File: config.mk
export PLATFORM = sky130hd
export DESIGN_NAME = ebipt_timer
export DESIGN_NICKNAME = d
export VERILOG_FILES = /design/src/rtl/ebipt_timer.v
export VERILOG_INCLUDE_DIRS = /design/src /design/src/rtl
export SDC_FILE = /design/constraint.sdc
export NUM_CORES = 1
export LEC_CHECK = 0
export BUFFER_PORTS_ARGS = -buffer_cell sky130_fd_sc_hd__buf_2
export CAP_MARGIN = 20
export CORE_UTILIZATION = 40
export DETAILED_ROUTE_END_ITERATION = 10
export GPL_ROUTABILITY_DRIVEN = 0
export PLACE_DENSITY = 0.59
export SKIP_CTS_REPAIR_TIMING = 1
export SLEW_MARGIN = 20
export SYNTH_ARGS = -nofsm -noshare
export SYNTH_HDL_FRONTEND = slang
export SYNTH_SLANG_ARGS = --single-unit
File: constraint.sdc
create_clock -name mclk -period 4 [get_ports mclk]
set_clock_uncertainty 0.15 [all_clocks]
set_input_delay 0.2 -clock mclk [delete_from_list [all_inputs] [get_ports mclk]]
set_output_delay 0.2 -clock mclk [all_outputs]
set_load 0.05 [all_outputs]
File: src/rtl/ebipt_map.vh
/*
 * Register offsets, field positions, reset values and timing counts for the
 * 8-bit interval/PWM timer. Assumes inclusion by the timer top module only.
 */
`ifndef EBIPT_MAP_VH
`define EBIPT_MAP_VH

`define EBIPT_OFF_MODE       4'h0
`define EBIPT_OFF_CYCLE      4'h1
`define EBIPT_OFF_DUTY       4'h2
`define EBIPT_OFF_STATUS     4'h3
`define EBIPT_OFF_COUNT      4'h4

`define EBIPT_BIT_RUN        7
`define EBIPT_BIT_CKS_HI     6
`define EBIPT_BIT_CKS_LO     4
`define EBIPT_BIT_MODE_HI    3
`define EBIPT_BIT_MODE_LO    2
`define EBIPT_BIT_LEVEL      1
`define EBIPT_BIT_OUTEN      0

`define EBIPT_RST_MODE       8'h00
`define EBIPT_RST_CYCLE      8'h00
`define EBIPT_RST_DUTY       8'h00

`define EBIPT_MODE_INTERVAL  2'h0
`define EBIPT_MODE_PWM       2'h2

`define EBIPT_CKS_DIV1       3'h0
`define EBIPT_CKS_DIV4       3'h1
`define EBIPT_CKS_DIV16      3'h2
`define EBIPT_CKS_DIV64      3'h3
`define EBIPT_CKS_DIV4096    3'h4
`define EBIPT_CKS_LOWDIV128  3'h5

`define EBIPT_DUTY_SETTLE    2'h3

`endif

File: src/rtl/ebipt_timer.v
/*
 * 8-bit interval / PWM timer with register port, prescaler and output pin.
 * Assumes fxpTick and lowClkTick are single-cycle enables on mclk (the
 * peripheral clock rate and the low-speed clock rate), and a bus master
 * that never asserts both strobes together.
 */
// Local design decisions: the strobed register port and the address map.
//
// Function
// - interval cycle match interrupts and clears counter
// - interval mode ignores duty register entirely
// - output enable gives fifty percent square wave
// - interval interrupt every N plus one counts
// - counting starts within one count clock
// - interval match inverts output, clears, interrupts
// - stopping forces interrupt and output inactive
// - PWM cycle match clears, interrupts, goes active
// - PWM duty match goes inactive, no clear
// - PWM period N+1, active width M+1
// - running duty write held until old match
// - held duty needs three count clocks
// - PWM skips first count clock, output inactive
// - duty register writable at any time
// - three-bit select picks prescaled count clock
// - run clear stops and zeroes counter
// - level bit sets default, PWM active opposite
`timescale 1ns/1ps
`include "ebipt_map.vh"

module ebipt_timer #(
    parameter WIDTH = 8
) (
    mclk,
    rstn,
    fxpTick,
    lowClkTick,
    regAddr,
    regWrData,
    regWrStb,
    regRdStb,
    regRdData,
    matchInterrupt,
    timerOutputPin,
    timerOutputOe
);
    input  wire             mclk;
    input  wire             rstn;
    input  wire             fxpTick;
    input  wire             lowClkTick;
    input  wire [3:0]       regAddr;
    input  wire [7:0]       regWrData;
    input  wire             regWrStb;
    input  wire             regRdStb;
    output reg  [7:0]       regRdData;
    output wire             matchInterrupt;
    output wire             timerOutputPin;
    output wire             timerOutputOe;

    reg         rstMeta;
    reg         rstSync;
    reg  [7:0]  modeReg;
    reg  [7:0]  cycleReg;
    reg  [7:0]  dutyHoldReg;
    reg  [7:0]  dutyActReg;
    reg         dutyPendReg;
    reg  [1:0]  dutyAgeReg;
    reg  [11:0] prescReg;
    reg  [6:0]  lowPrescReg;
    reg  [WIDTH-1:0] countReg;
    reg         cmpDutyReg;
    reg         skipReg;
    reg         toggleReg;
    reg         irqReg;
    reg         runDly;

    wire        runBit   = modeReg[`EBIPT_BIT_RUN];
    wire [2:0]  cks      = modeReg[`EBIPT_BIT_CKS_HI:`EBIPT_BIT_CKS_LO];
    wire [1:0]  opMode   = modeReg[`EBIPT_BIT_MODE_HI:`EBIPT_BIT_MODE_LO];
    wire        levelBit = modeReg[`EBIPT_BIT_LEVEL];
    wire        outEnBit = modeReg[`EBIPT_BIT_OUTEN];
    wire        pwmMode  = (opMode == `EBIPT_MODE_PWM);
    wire        wrMode   = regWrStb && (regAddr == `EBIPT_OFF_MODE);
    wire        wrCycle  = regWrStb && (regAddr == `EBIPT_OFF_CYCLE);
    wire        wrDuty   = regWrStb && (regAddr == `EBIPT_OFF_DUTY);

    // four fxp-tick prescaler taps: divide by 2^n is the all-ones low n bits
    function tapHit;
        input [11:0] cnt;
        input [3:0]  n;
        begin
            tapHit = ((cnt | ~((12'h001 << n) - 12'h001)) == 12'hFFF);
        end
    endfunction

    reg cntTick;
    always @* begin
        case (cks)
            `EBIPT_CKS_DIV1:      cntTick = fxpTick;
            `EBIPT_CKS_DIV4:      cntTick = fxpTick && tapHit(prescReg, 4'h2);
            `EBIPT_CKS_DIV16:     cntTick = fxpTick && tapHit(prescReg, 4'h4);
            `EBIPT_CKS_DIV64:     cntTick = fxpTick && tapHit(prescReg, 4'h6);
            `EBIPT_CKS_DIV4096:   cntTick = fxpTick && tapHit(prescReg, 4'hC);
            `EBIPT_CKS_LOWDIV128: cntTick = lowClkTick && (lowPrescReg == 7'h7F);
            default:              cntTick = 1'b0;
        endcase
    end

    wire       countNow  = runBit && cntTick && !skipReg;
    wire       cycMatch  = countNow && !cmpDutyReg && (countReg == cycleReg[WIDTH-1:0]);
    wire       dutyMatch = countNow && pwmMode && cmpDutyReg
                           && (countReg == dutyActReg[WIDTH-1:0]);

    always @(posedge mclk or negedge rstn) begin
        if (!rstn) begin
            rstMeta <= 1'b0;
            rstSync <= 1'b0;
        end else begin
            rstMeta <= 1'b1;
            rstSync <= rstMeta;
        end
    end

    always @(posedge mclk or negedge rstSync) begin
        if (!rstSync) begin
            prescReg    <= 12'h000;
            lowPrescReg <= 7'h00;
        end else begin
            if (fxpTick)
                prescReg <= prescReg + 12'h001;
            if (lowClkTick)
                lowPrescReg <= lowPrescReg + 7'h01;
        end
    end

    always @(posedge mclk or negedge rstSync) begin
        if (!rstSync) begin
            modeReg  <= `EBIPT_RST_MODE;
            cycleReg <= `EBIPT_RST_CYCLE;
        end else begin
            if (wrMode)
                modeReg <= regWrData;
            if (wrCycle)
                cycleReg <= regWrData;
        end
    end

    // duty path: holding copy takes writes at any time, active copy is
    // loaded when stopped or at a duty match old enough to see the write
    always @(posedge mclk or negedge rstSync) begin
        if (!rstSync) begin
            dutyHoldReg <= `EBIPT_RST_DUTY;
            dutyActReg  <= `EBIPT_RST_DUTY;
            dutyPendReg <= 1'b0;
            dutyAgeReg  <= 2'h0;
        end else begin
            if (wrDuty) begin
                dutyHoldReg <= regWrData;
                dutyPendReg <= 1'b1;
                dutyAgeReg  <= 2'h0;
            end else if (dutyMatch && dutyPendReg && dutyAgeReg == `EBIPT_DUTY_SETTLE) begin
                dutyPendReg <= 1'b0;
            end else if (countNow && dutyAgeReg != `EBIPT_DUTY_SETTLE) begin
                dutyAgeReg <= dutyAgeReg + 2'h1;
            end
            if (!runBit && !wrDuty)
                dutyActReg <= dutyHoldReg;
            else if (dutyMatch && dutyPendReg && !wrDuty
                     && dutyAgeReg == `EBIPT_DUTY_SETTLE)
                dutyActReg <= dutyHoldReg;
        end
    end

    always @(posedge mclk or negedge rstSync) begin
        if (!rstSync) begin
            countReg   <= {WIDTH{1'b0}};
            cmpDutyReg <= 1'b0;
            skipReg    <= 1'b0;
            toggleReg  <= 1'b0;
            irqReg     <= 1'b0;
            runDly     <= 1'b0;
        end else begin
            runDly <= runBit;
            irqReg <= cycMatch;
            if (!runBit) begin
                countReg   <= {WIDTH{1'b0}};
                cmpDutyReg <= 1'b0;
                toggleReg  <= 1'b0;
                skipReg    <= 1'b0;
            end else if (!runDly) begin
                skipReg <= pwmMode;
            end else if (runBit && cntTick && skipReg) begin
                skipReg <= 1'b0;
            end else if (cycMatch) begin
                countReg  <= {WIDTH{1'b0}};
                toggleReg <= !toggleReg;
                if (pwmMode)
                    cmpDutyReg <= 1'b1;
            end else if (dutyMatch) begin
                countReg   <= countReg + {{(WIDTH-1){1'b0}}, 1'b1};
                toggleReg  <= 1'b0;
                cmpDutyReg <= 1'b0;
            end else if (countNow) begin
                countReg <= countReg + {{(WIDTH-1){1'b0}}, 1'b1};
            end
        end
    end

    assign matchInterrupt = irqReg && runBit;
    assign timerOutputPin = outEnBit ? (levelBit ^ toggleReg) : levelBit;
    assign timerOutputOe  = outEnBit;

    always @(posedge mclk or negedge rstSync) begin
        if (!rstSync) begin
            regRdData <= 8'h00;
        end else if (regRdStb) begin
            case (regAddr)
                `EBIPT_OFF_MODE:   regRdData <= modeReg;
                `EBIPT_OFF_CYCLE:  regRdData <= cycleReg;
                `EBIPT_OFF_DUTY:   regRdData <= dutyHoldReg;
                `EBIPT_OFF_STATUS: regRdData <= {5'h00, dutyPendReg, cmpDutyReg, toggleReg};
                `EBIPT_OFF_COUNT:  regRdData <= countReg;
                default:           regRdData <= 8'h00;
            endcase
        end else begin
            regRdData <= 8'h00;
        end
    end
endmodule

**Word-level counts from Yosys, hierarchy flattened**

Index checks and enable logic that the tools add are counted.

- $add $sub $neg: 4
- Eq/ne operators: 26
- Multiplexer cells: 30
- Bitwise operators: 1
- Reductions and logical operators: 37

Operators with widths:

| cell | number |
|---|---|
| 2-to-1 mux 8 bit | 9 |
| case mux 8 bit (5 select lines) | 1 |
| logical AND 1 bit | 23 |
| equality test 8 bit | 2 |
| 2-to-1 mux 1 bit | 16 |
| adder 12 x 1 -> 12 bit (second input constant) | 1 |
| equality test 12 bit (second input constant) | 1 |
| adder 8 x 1 -> 8 bit (second input constant) | 1 |
| equality test 4 x 2 -> 1 bit (second input constant) | 2 |
| adder 7 x 1 -> 7 bit (second input constant) | 1 |
| equality test 7 bit (second input constant) | 1 |
| equality test 2 bit (second input constant) | 3 |
| equality test 3 x 2 -> 1 bit (second input constant) | 2 |
| equality test 3 bit (second input constant) | 2 |
| equality test 6 bit (second input constant) | 1 |
| 2-to-1 mux 2 bit | 3 |
| != test 2 bit (second input constant) | 3 |
| case mux 1 bit (6 select lines) | 1 |
| AND reduction 3 bit | 2 |
| nonzero test 2 bit | 3 |
| logical NOT 1 bit | 5 |
| equality test 4 x 1 -> 1 bit (second input constant) | 1 |
| equality test 4 x 3 -> 1 bit (second input constant) | 1 |
| equality test 4 bit (second input constant) | 1 |
| other kinds (12) | 12 |

- Register bits after elaboration: 77
- Bits of input ports: 18
- Output and inout port bits: 11
- Word-level logic and storage cells: 115

**Longest topological paths before layout**

Gate-level depths: netlist (run 1).

- Depth in word-level cells: 13
- Mapped depth: 7
- Mapped depth without buffers: 7

**Worst setup path after synthesis (run 1)**

Ideal clock, no wire load.

- Kind: reg2reg
- Start point: register prescReg[0]
- End point: register dutyActReg[0]
- Library setup time: 0.125 ns
- Arrival time: 2.228 ns
- Required time: 3.725 ns
- Setup slack: 1.497 ns
- Stages on the path, launching flop included: 8
- Buffers on the path: 0
- Period minus slack after synthesis: 2.503 ns
- Cells stage by stage: dfrtp_1 > ha_1 > and2b_1 > a221o_1 > a211oi_4 > o2111ai_2 > a21oi_4 > mux2_4

- Cells in the longest elaborated chain, start to end: 12
- Elaborated cells between the ends (all ways): 18
- Those cells by class: eq/ne (4); mux (1); reduce/logical (13)

Ends and longest elaborated chain:

| element | RTL line | text |
|---|---|---|
| start: declaration | ebipt_timer.v:67 | `reg [11:0] prescReg;` |
| start signal: assignment | ebipt_timer.v:129 | `prescReg <= prescReg + 12'h001;` |
| equality test 12 bit, or another cell as far along | ebipt_timer.v:91 | `tapHit = ((cnt \| ~((12'h001 << n) - 12'h001)) == 12'hFFF);` |
| logical AND 1 bit, on equally long branches | - |  |
| case mux 1 bit (6 select lines) (*) | ebipt_timer.v:97 | `case (cks)` |
| logical AND 1 bit (*) (2 in a row) | ebipt_timer.v:108 | `wire countNow = runBit && cntTick && !skipReg;` |
| logical AND 1 bit (*) (2 in a row) | ebipt_timer.v:110 | `wire dutyMatch = countNow && pwmMode && cmpDutyReg` |
| logical AND 1 bit (*) | ebipt_timer.v:111 | `&& (countReg == dutyActReg[WIDTH-1:0]);` |
| logical AND 1 bit (*) (2 in a row) | ebipt_timer.v:167 | `else if (dutyMatch && dutyPendReg && !wrDuty` |
| logical AND 1 bit (no line) (*) | - |  |
| nonzero test 2 bit (no line) (*) | - |  |
| end signal: assignment | ebipt_timer.v:152 | `` dutyActReg <= `EBIPT_RST_DUTY; `` |
| end signal: assignment | ebipt_timer.v:166 | `dutyActReg <= dutyHoldReg;` |
| end signal: assignment | ebipt_timer.v:169 | `dutyActReg <= dutyHoldReg;` |
| end: declaration | ebipt_timer.v:64 | `reg [7:0] dutyActReg;` |

Every way passes the cells marked *; elsewhere a longest branch is shown, timed or not.
A chain may end at the register's enable or synchronous reset.

**Worst setup path after layout (run 1)**

- Start point: register modeReg[7]
- End point: register countReg[4]

- Cells in the longest elaborated chain, start to end: 10
- Elaborated cells between the ends (all ways): 17
- Those cells by class: eq/ne (3); mux (5); reduce/logical (9)

Ends and longest elaborated chain:

| element | RTL line | text |
|---|---|---|
| start: declaration | ebipt_timer.v:61 | `reg [7:0] modeReg;` |
| start signal: assignment | ebipt_timer.v:137 | `` modeReg <= `EBIPT_RST_MODE; `` |
| start signal: assignment | ebipt_timer.v:141 | `modeReg <= regWrData;` |
| logical AND 1 bit | ebipt_timer.v:108, ebipt_timer.v:191 |  |
| logical AND 1 bit | ebipt_timer.v:108 |  |
| logical AND 1 bit (2 in a row) | ebipt_timer.v:110 |  |
| logical AND 1 bit | ebipt_timer.v:111 |  |
| 2-to-1 mux 8 bit | ebipt_timer.v:198 | `end else if (dutyMatch) begin` |
| 2-to-1 mux 8 bit | ebipt_timer.v:193 | `end else if (cycMatch) begin` |
| 2-to-1 mux 8 bit | ebipt_timer.v:191 | `end else if (runBit && cntTick && skipReg) begin` |
| 2-to-1 mux 8 bit | ebipt_timer.v:189 | `end else if (!runDly) begin` |
| 2-to-1 mux 8 bit | ebipt_timer.v:184 | `if (!runBit) begin` |
| end signal: assignment | ebipt_timer.v:185 | `countReg <= {WIDTH{1'b0}};` |
| end signal: assignment | ebipt_timer.v:194 | `countReg <= {WIDTH{1'b0}};` |
| end signal: assignment | ebipt_timer.v:199 | `countReg <= countReg + {{(WIDTH-1){1'b0}}, 1'b1};` |
| end: declaration | ebipt_timer.v:69 | `reg [WIDTH-1:0] countReg;` |

Several ways; a longest one is shown, not always the timed one. The select of a mux whose other input is x is not followed.

==> metrics.md, run 1 <==
| Metric | Value |
|---|---|
| Critical path capture point type | `flop` |
| Sw Share | `0.310` |
| Crit start category | `flop` |
| Syn Nets | `355` |
| Crit path largest cell delay | `670 ps` |
| # IOs | `29` |
| Clock slew at reported path FFs | `80 ps` |
| Num CTS Buffers | `9` |
| CTS tree | `yes` |
| Initial Util | `0.422` |
| Number of global-route vias before repair | `2691` |
| Clock Latency Late Sink | `350 ps` |
| Mapped Avg Cell Area | `11.3 um2` |
| Highest Clock Rate | `0.367 GHz` |
| Drc violations | `0` |
| DR iter-0 viols | `196` |
| LEAKAGE | `1.92 nW` |
| RSZ-0062 raised after global routing | `no` |
| Dpl hpwl | `5.81 mm` |
| Max-slew violations | `0` |
| CP required | `4070 ps` |
| Initial antenna violation count | `0` |
| Setup violators final | `0` |
| Non-filler instance count after layout | `486` |
| Port bufs | `28` |
| Synth Instances | `333` |
| Synth Flop Type | `dfrtp_1` |
| Cell total after placement | `459` |
| FP Rows | `34` |
| Worst setup path category | `reg -> reg` |
| Number of flops mapped to enable cells by yosys | `0` |
| Share of cells above drive strength 1 | `0.241` |
| Critical-path cell list | `inv_1, or3_1, nor3_2, o21ai_0, or3b_4, o21ai_0` |
| Worst path slowest cell | `dfrtp_1` |
| Relative slew slack | `0.386` |
| Setup TNS | `0 ps` |
| Antenna Cells | `0` |
| Most common cell after layout, fill and taps aside | `dfrtp_1` |
| Part of the cycle the worst path needs | `0.681` |
| Most frequent cells in the layout | `dfrtp_1, nand2_1, buf_2` |
| Final nets | `395` |
| Worst path most repeated cell | `o21ai_0` |
| PnR worst setup slack | `1280 ps` |
| Die W | `98.9 um` |
| Sw power | `704 uW` |
| Sequential share of the synthesized area | `0.513` |
| Post-Syn Area | `0.00376 mm2` |
| Peak VDD IR | `0.000368 V` |
| Die H | `98.9 um` |
| Synth Register Bits | `77` |
| Core ar. | `0.00889 mm2` |
| Post-route ant nets | `0` |
| Total track usage | `0.186` |
| GRT overflow | `0` |
| First-pass GRT wire length | `14.0 mm` |
| PnR Total Power | `2.27 mW` |
| Worst EP arrival | `2790 ps` |
| Dominant cell type by area after synthesis | `dfrtp_1` |
| Die area | `0.00978 mm2` |
| Sequential share of power | `0.501` |
| Synth area leaders | `dfrtp_1, mux2_2, xnor2_1` |
| Pre-antenna DRT Iters | `5` |
| Clock sink total | `77` |
| Largest net degree at the start of global routing | `51` |
| Yosys Warn Count | `0` |
| Placement Setup Slack | `1260 ps` |
| Maximum fanout along the worst path | `15` |
| Post-layout min period | `2720 ps` |
| Combinational share of power | `0.224` |
| Power per cell area | `525 mW/mm2` |
| DR vias | `2641` |
| Fillers | `791` |
| Root buf cell | `clkbuf_8` |
| Area growth syn-to-layout | `15.1%` |
| Worst hold path type | `in -> async` |
| Synth top area share | `0.513` |
| Final Hold Viols | `0` |
| Max Cap Viol | `0` |
| H-tree Lvls | `3` |
| Pint | `1.56 mW` |
| Asr flop ratio synth | `1.00` |
| Outcome | `completed` |
| CTS Buffer Depth | `2` |
| Post-synth cell types | `50` |
| Actual slew at the worst max-slew pin | `918 ps` |
| DR vias/cell | `5.43` |
| Routed WL per cell | `16.9 um` |
| Clk pwr share | `0.275` |
| Final wirelength | `8.20 mm` |
==> synthesized netlist by cell type (all sizes together), types with 2 or more instances <==
library cell and number:
and2 3, inv 3, dfrtp 77, nor2 15
o21ai 19, xnor2 27, a22oi 4, a21oi 7
nand3 15, xor2 8, o21a 2, ha 4
nand2b 3, o31ai 5, nor3 6, o211ai 6
buf 3, nor2b 2, nand4 7, mux2 29
nand2 47, mux2i 4, clkbuf 10, nor4b 2
and3 5, a222oi 4
==> state kept, by name (all words and copies together) (netlist names) <==
register	count
rstMeta	1
modeReg	8
irqReg	1
toggleReg	1
skipReg	1
regRdData	8
cmpDutyReg	1
rstSync	1
prescReg	12
dutyAgeReg	2
countReg	8
dutyActReg	8
runDly	1
dutyPendReg	1
lowPrescReg	7
dutyHoldReg	8
cycleReg	8
==> metrics by stage <==
stage | util | hold WS, ps | area (um2)
2_1_floorplan | - | -246 | 3760
3_3_place_gp | 0.450 | -166 | 4000
4_1_cts | 0.474 | -533 | 4210
5_1_grt | 0.486 | -2.76 | 4320
6_report | 0.486 | 17.8 | 4320
3_5_place_dp | 0.450 | -161 | 4000
==> power groups by stage <==
stage	combinational (mW)	sequential, mW	clock [mW]
global route	0.569	1.17	0.668
global placement	0.493	1.14	0
detailed placement	0.504	1.15	0
floorplan	0.410	1.11	0
CTS	0.506	1.14	0.631
finish	0.508	1.14	0.623
==> worst max-delay path: cells and delay by family, from the launching register on <==
family | cells | cell delay (ps)
buf+inv | 1 | 280
compound gates | 2 | 340
simple gates | 3 | 1160
flops | 1 | 670
==> routing by layer <==
metal,vias up,wire (um),global-route usage
met2,62,3730,0.283
met5,-,0,0
li1,1262,-,-
met3,8,386,0.0440
met4,0,93,0.0574
met1,1309,3980,0.264
==> area by class of cell <==
class	count	area, um2	share of cell area
clock buffer	13	169	0.0391
clock inverter	3	42.5	0.00984
inverter	3	11.3	0.00260
multi-input combinational	240	1770	0.408
sequential	77	1930	0.446
tap	108	135	0.0313
timing repair buffer	42	273	0.0631
==> kinds of logic (layout without fill, tap and decap cells) <==
group                      count (synthesis)  in the layout  share of synthesized area
AOI/OAI and AO/OA                         53             53                      0.106
xor gates and xnor gates                  35             35                     0.0816
adders and majority gates                  4              4                     0.0133
buffers and inverters                     16             61                     0.0170
DFF                                       77             77                      0.513
muxes                                     33             33                      0.106
other                                      1              1                   0.000998
and+or+nand+nor                          114            114                      0.162
==> path summary, 6_finish.rpt <==
path / start / endpoint / slack, ps / cells past startpoint
max in group asynchronous: rstSync$_DFF_PN0_ / countReg[4]$_DFFE_PN0P_ / 2570 / 1
worst max-delay path: modeReg[7]$_DFFE_PN0P_ / countReg[4]$_DFFE_PN0P_ / 1280 / 6
worst min register to register: rstSync$_DFF_PN0_ / cycleReg[2]$_DFFE_PN0P_ / 100 / 0
worst max register to register: modeReg[7]$_DFFE_PN0P_ / countReg[4]$_DFFE_PN0P_ / 1280 / 6
min in group mclk: regAddr[3] / regRdData[3]$_DFF_PN0_ / 140 / 4
worst min-delay path: rstn / rstSync$_DFF_PN0_ / 20 / 2
(Power assumes the default switching activity.)
==> inputs of run 2 (changes only) <==
- clock period: 4 -> 2.7 ns (I/O delays scaled with it)
==> metrics.md, run 2 (synthesis gave the netlist of run 1 again) <==
| Metric | Value |
|---|---|
| Die W | `98.9 um (unchanged)` |
| Clock slew at reported path FFs | `80 ps (about the same)` |
| GR Util met3 | `0.0348 (-0.00922)` |
| Final Util | `0.503 (+0.0166)` |
| # IOs | `29 (unchanged)` |
| Max Cap Viol | `0 (unchanged)` |
| Maximum fanout along the worst path | `8 (-7)` |
| Total track usage | `0.185 (-0.000979)` |
| Hold path startpoint | `regAddr[3]` |
| Worst hold path type | `in -> reg` |
| Highest Clock Rate | `0.393 GHz (+7.1%)` |
| CP required | `2770 ps (-1300 ps)` |
| M2 GR Usage | `0.271 (-0.0124)` |
| Drc violations | `0 (unchanged)` |
| Power per cell area | `764 mW/mm2 (+46%)` |
| Core ar. | `0.00889 mm2 (unchanged)` |
| Reg2reg start | `prescReg[0]$_DFFE_PN0P_` |
| Port bufs | `28 (unchanged)` |
| Num CTS Buffers | `9 (unchanged)` |
| DR iter-0 viols | `144 (-27%)` |
| Worst EP arrival | `2620 ps (-170 ps)` |
| FP Rows | `34 (unchanged)` |
| Sw Share | `0.302 (-0.00799)` |
| Die H | `98.9 um (unchanged)` |
| Area growth syn-to-layout | `19.1%` |
| Crit path launch | `prescReg[0]$_DFFE_PN0P_` |
| Clk pwr share | `0.276 (about the same)` |
| Relative slew slack | `0.563 (+0.178)` |
| Crit path largest cell delay | `390 ps (-280 ps)` |
| RSZ-0062 raised after global routing | `no` |
| Actual slew at the worst max-slew pin | `655 ps (-263 ps)` |
| Setup violators final | `0 (unchanged)` |
| Post-route ant nets | `0 (unchanged)` |
| Largest Register | `prescReg` |
| Peak VDD IR | `0.000461 V (+25%)` |
| Max reg flops | `12 (unchanged)` |
| Post-layout min period | `2540 ps (-180 ps)` |
| GRT overflow | `0 (unchanged)` |
| Number of global-route vias before repair | `2681 (-0.37%)` |
| Critical-path cell list | `ha_2, and2b_1, a221o_1, a211oi_4, o2111ai_2, a21oi_4, mux2_4` |
| DR vias/cell | `5.24 (-3.6%)` |
| Clock Latency Late Sink | `340 ps (about the same)` |
| Final wirelength | `8.20 mm (unchanged)` |
| Crit start category | `flop` |
| Routed WL per cell | `16.3 um (-3.2%)` |
| Sequential share of power | `0.489 (-0.012)` |
| CTS tree | `yes` |
| Max-slew violations | `0 (unchanged)` |
| Hold WS | `58.7 ps (+40.9 ps)` |
| Fillers | `805 (+1.8%)` |
| Critical path capture point type | `flop` |
| Non-filler instance count after layout | `502 (+3.3%)` |
| Dpl hpwl | `6.08 mm (+4.7%)` |
| Outcome | `completed` |
| Part of the cycle the worst path needs | `0.942 (+0.261)` |
| GRT busiest layer | `met2` |
| Combinational share of power | `0.235 (+0.011)` |
| Most frequent cells in the layout | `dfrtp_1, nand2_1, buf_2` |
| Pre-antenna DRT Iters | `7 (+2)` |
| Met1 global-route usage | `0.265 (+0.000677)` |
| Final nets | `412 (+4.3%)` |
| Pint | `2.38 mW (+52%)` |
| Largest net degree at the start of global routing | `47 (-7.8%)` |
| Most common cell after layout, fill and taps aside | `dfrtp_1` |
| Initial antenna violation count | `0 (unchanged)` |
| Antenna Cells | `0 (unchanged)` |
| Clock sink total | `77 (unchanged)` |
| DR vias | `2629 (-0.45%)` |
| Cell total after placement | `474 (+3.3%)` |
| Sw power | `1.03 mW (+47%)` |
| Worst path slowest cell | `dfrtp_1` |
| First-pass GRT wire length | `13.8 mm (-1.4%)` |
| Share of cells above drive strength 1 | `0.272 (+0.0308)` |
| Final Hold Viols | `0 (unchanged)` |
| CTS Buffer Depth | `2 (unchanged)` |
| H-tree Lvls | `3 (unchanged)` |
| Root buf cell | `clkbuf_8` |
| LEAKAGE | `2.01 nW (+4.8%)` |
| Die area | `0.00978 mm2 (unchanged)` |
| Initial Util | `0.422 (unchanged)` |
| Worst setup path category | `reg -> reg` |
| Setup TNS | `0 ps (unchanged)` |
[run 2: power by group through the flow]
stage | registers [mW] | clock network, mW | logic, mW
after global routing | 1.71 | 1.01 | 0.893
after detailed placement | 1.69 | 0 | 0.783
final | 1.67 | 0.942 | 0.804
after global placement | 1.69 | 0 | 0.762
after CTS | 1.67 | 0.969 | 0.785
after floorplan | 1.64 | 0 | 0.608
[run 2: per-layer routing]
layer	wire length, um	part of all wire
met3	428	0.052
met4	168	0.020
met2	3600	0.44
met1	4010	0.49
met5	0	0
[run 2: layout make-up]
class / count / area (um2) / area share
flip-flops and latches: 77 / 1930 / 0.431
clock inverters: 4 / 72.6 / 0.0162
inverters: 3 / 11.3 / 0.00252
multi-input cells: 240 / 1770 / 0.395
well taps: 108 / 135 / 0.0302
clock buffers: 11 / 141 / 0.0316
repair buffers: 59 / 415 / 0.0929
[run 2: final timing paths]
kind	end	slack [ps]	cells after the start
min in group asynchronous	prescReg[0]$_DFFE_PN0P_	140	0
hold / removal	regRdData[5]$_DFF_PN0_	60	4
setup / recovery	dutyActReg[3]$_DFFE_PN0P_	160	7
max in group asynchronous	countReg[2]$_DFFE_PN0P_	1590	1
hold reg to reg	prescReg[0]$_DFFE_PN0P_	140	0
setup reg to reg	dutyActReg[3]$_DFFE_PN0P_	160	7
[run 2: per-stage QoR]
| stage | worst slack, ps | power [mW] | area (um2) |
|---|---|---|---|
| CTS | 96.3 | 3.43 | 4340 |
| global route | 7.59 | 3.62 | 4470 |
| finish | 158 | 3.42 | 4470 |
| global placement | 155 | 2.45 | 4130 |
| floorplan | 197 | 2.25 | 3760 |
| detailed placement | 114 | 2.47 | 4130 |
[run 2: critical path, delay by kind of cell, from the launching register on]
kind / cells / cell delay [ps]
flops: 1 / 390
fa+ha+maj: 1 / 220
mux: 1 / 340
simple gates: 1 / 180
compound gates: 4 / 1130
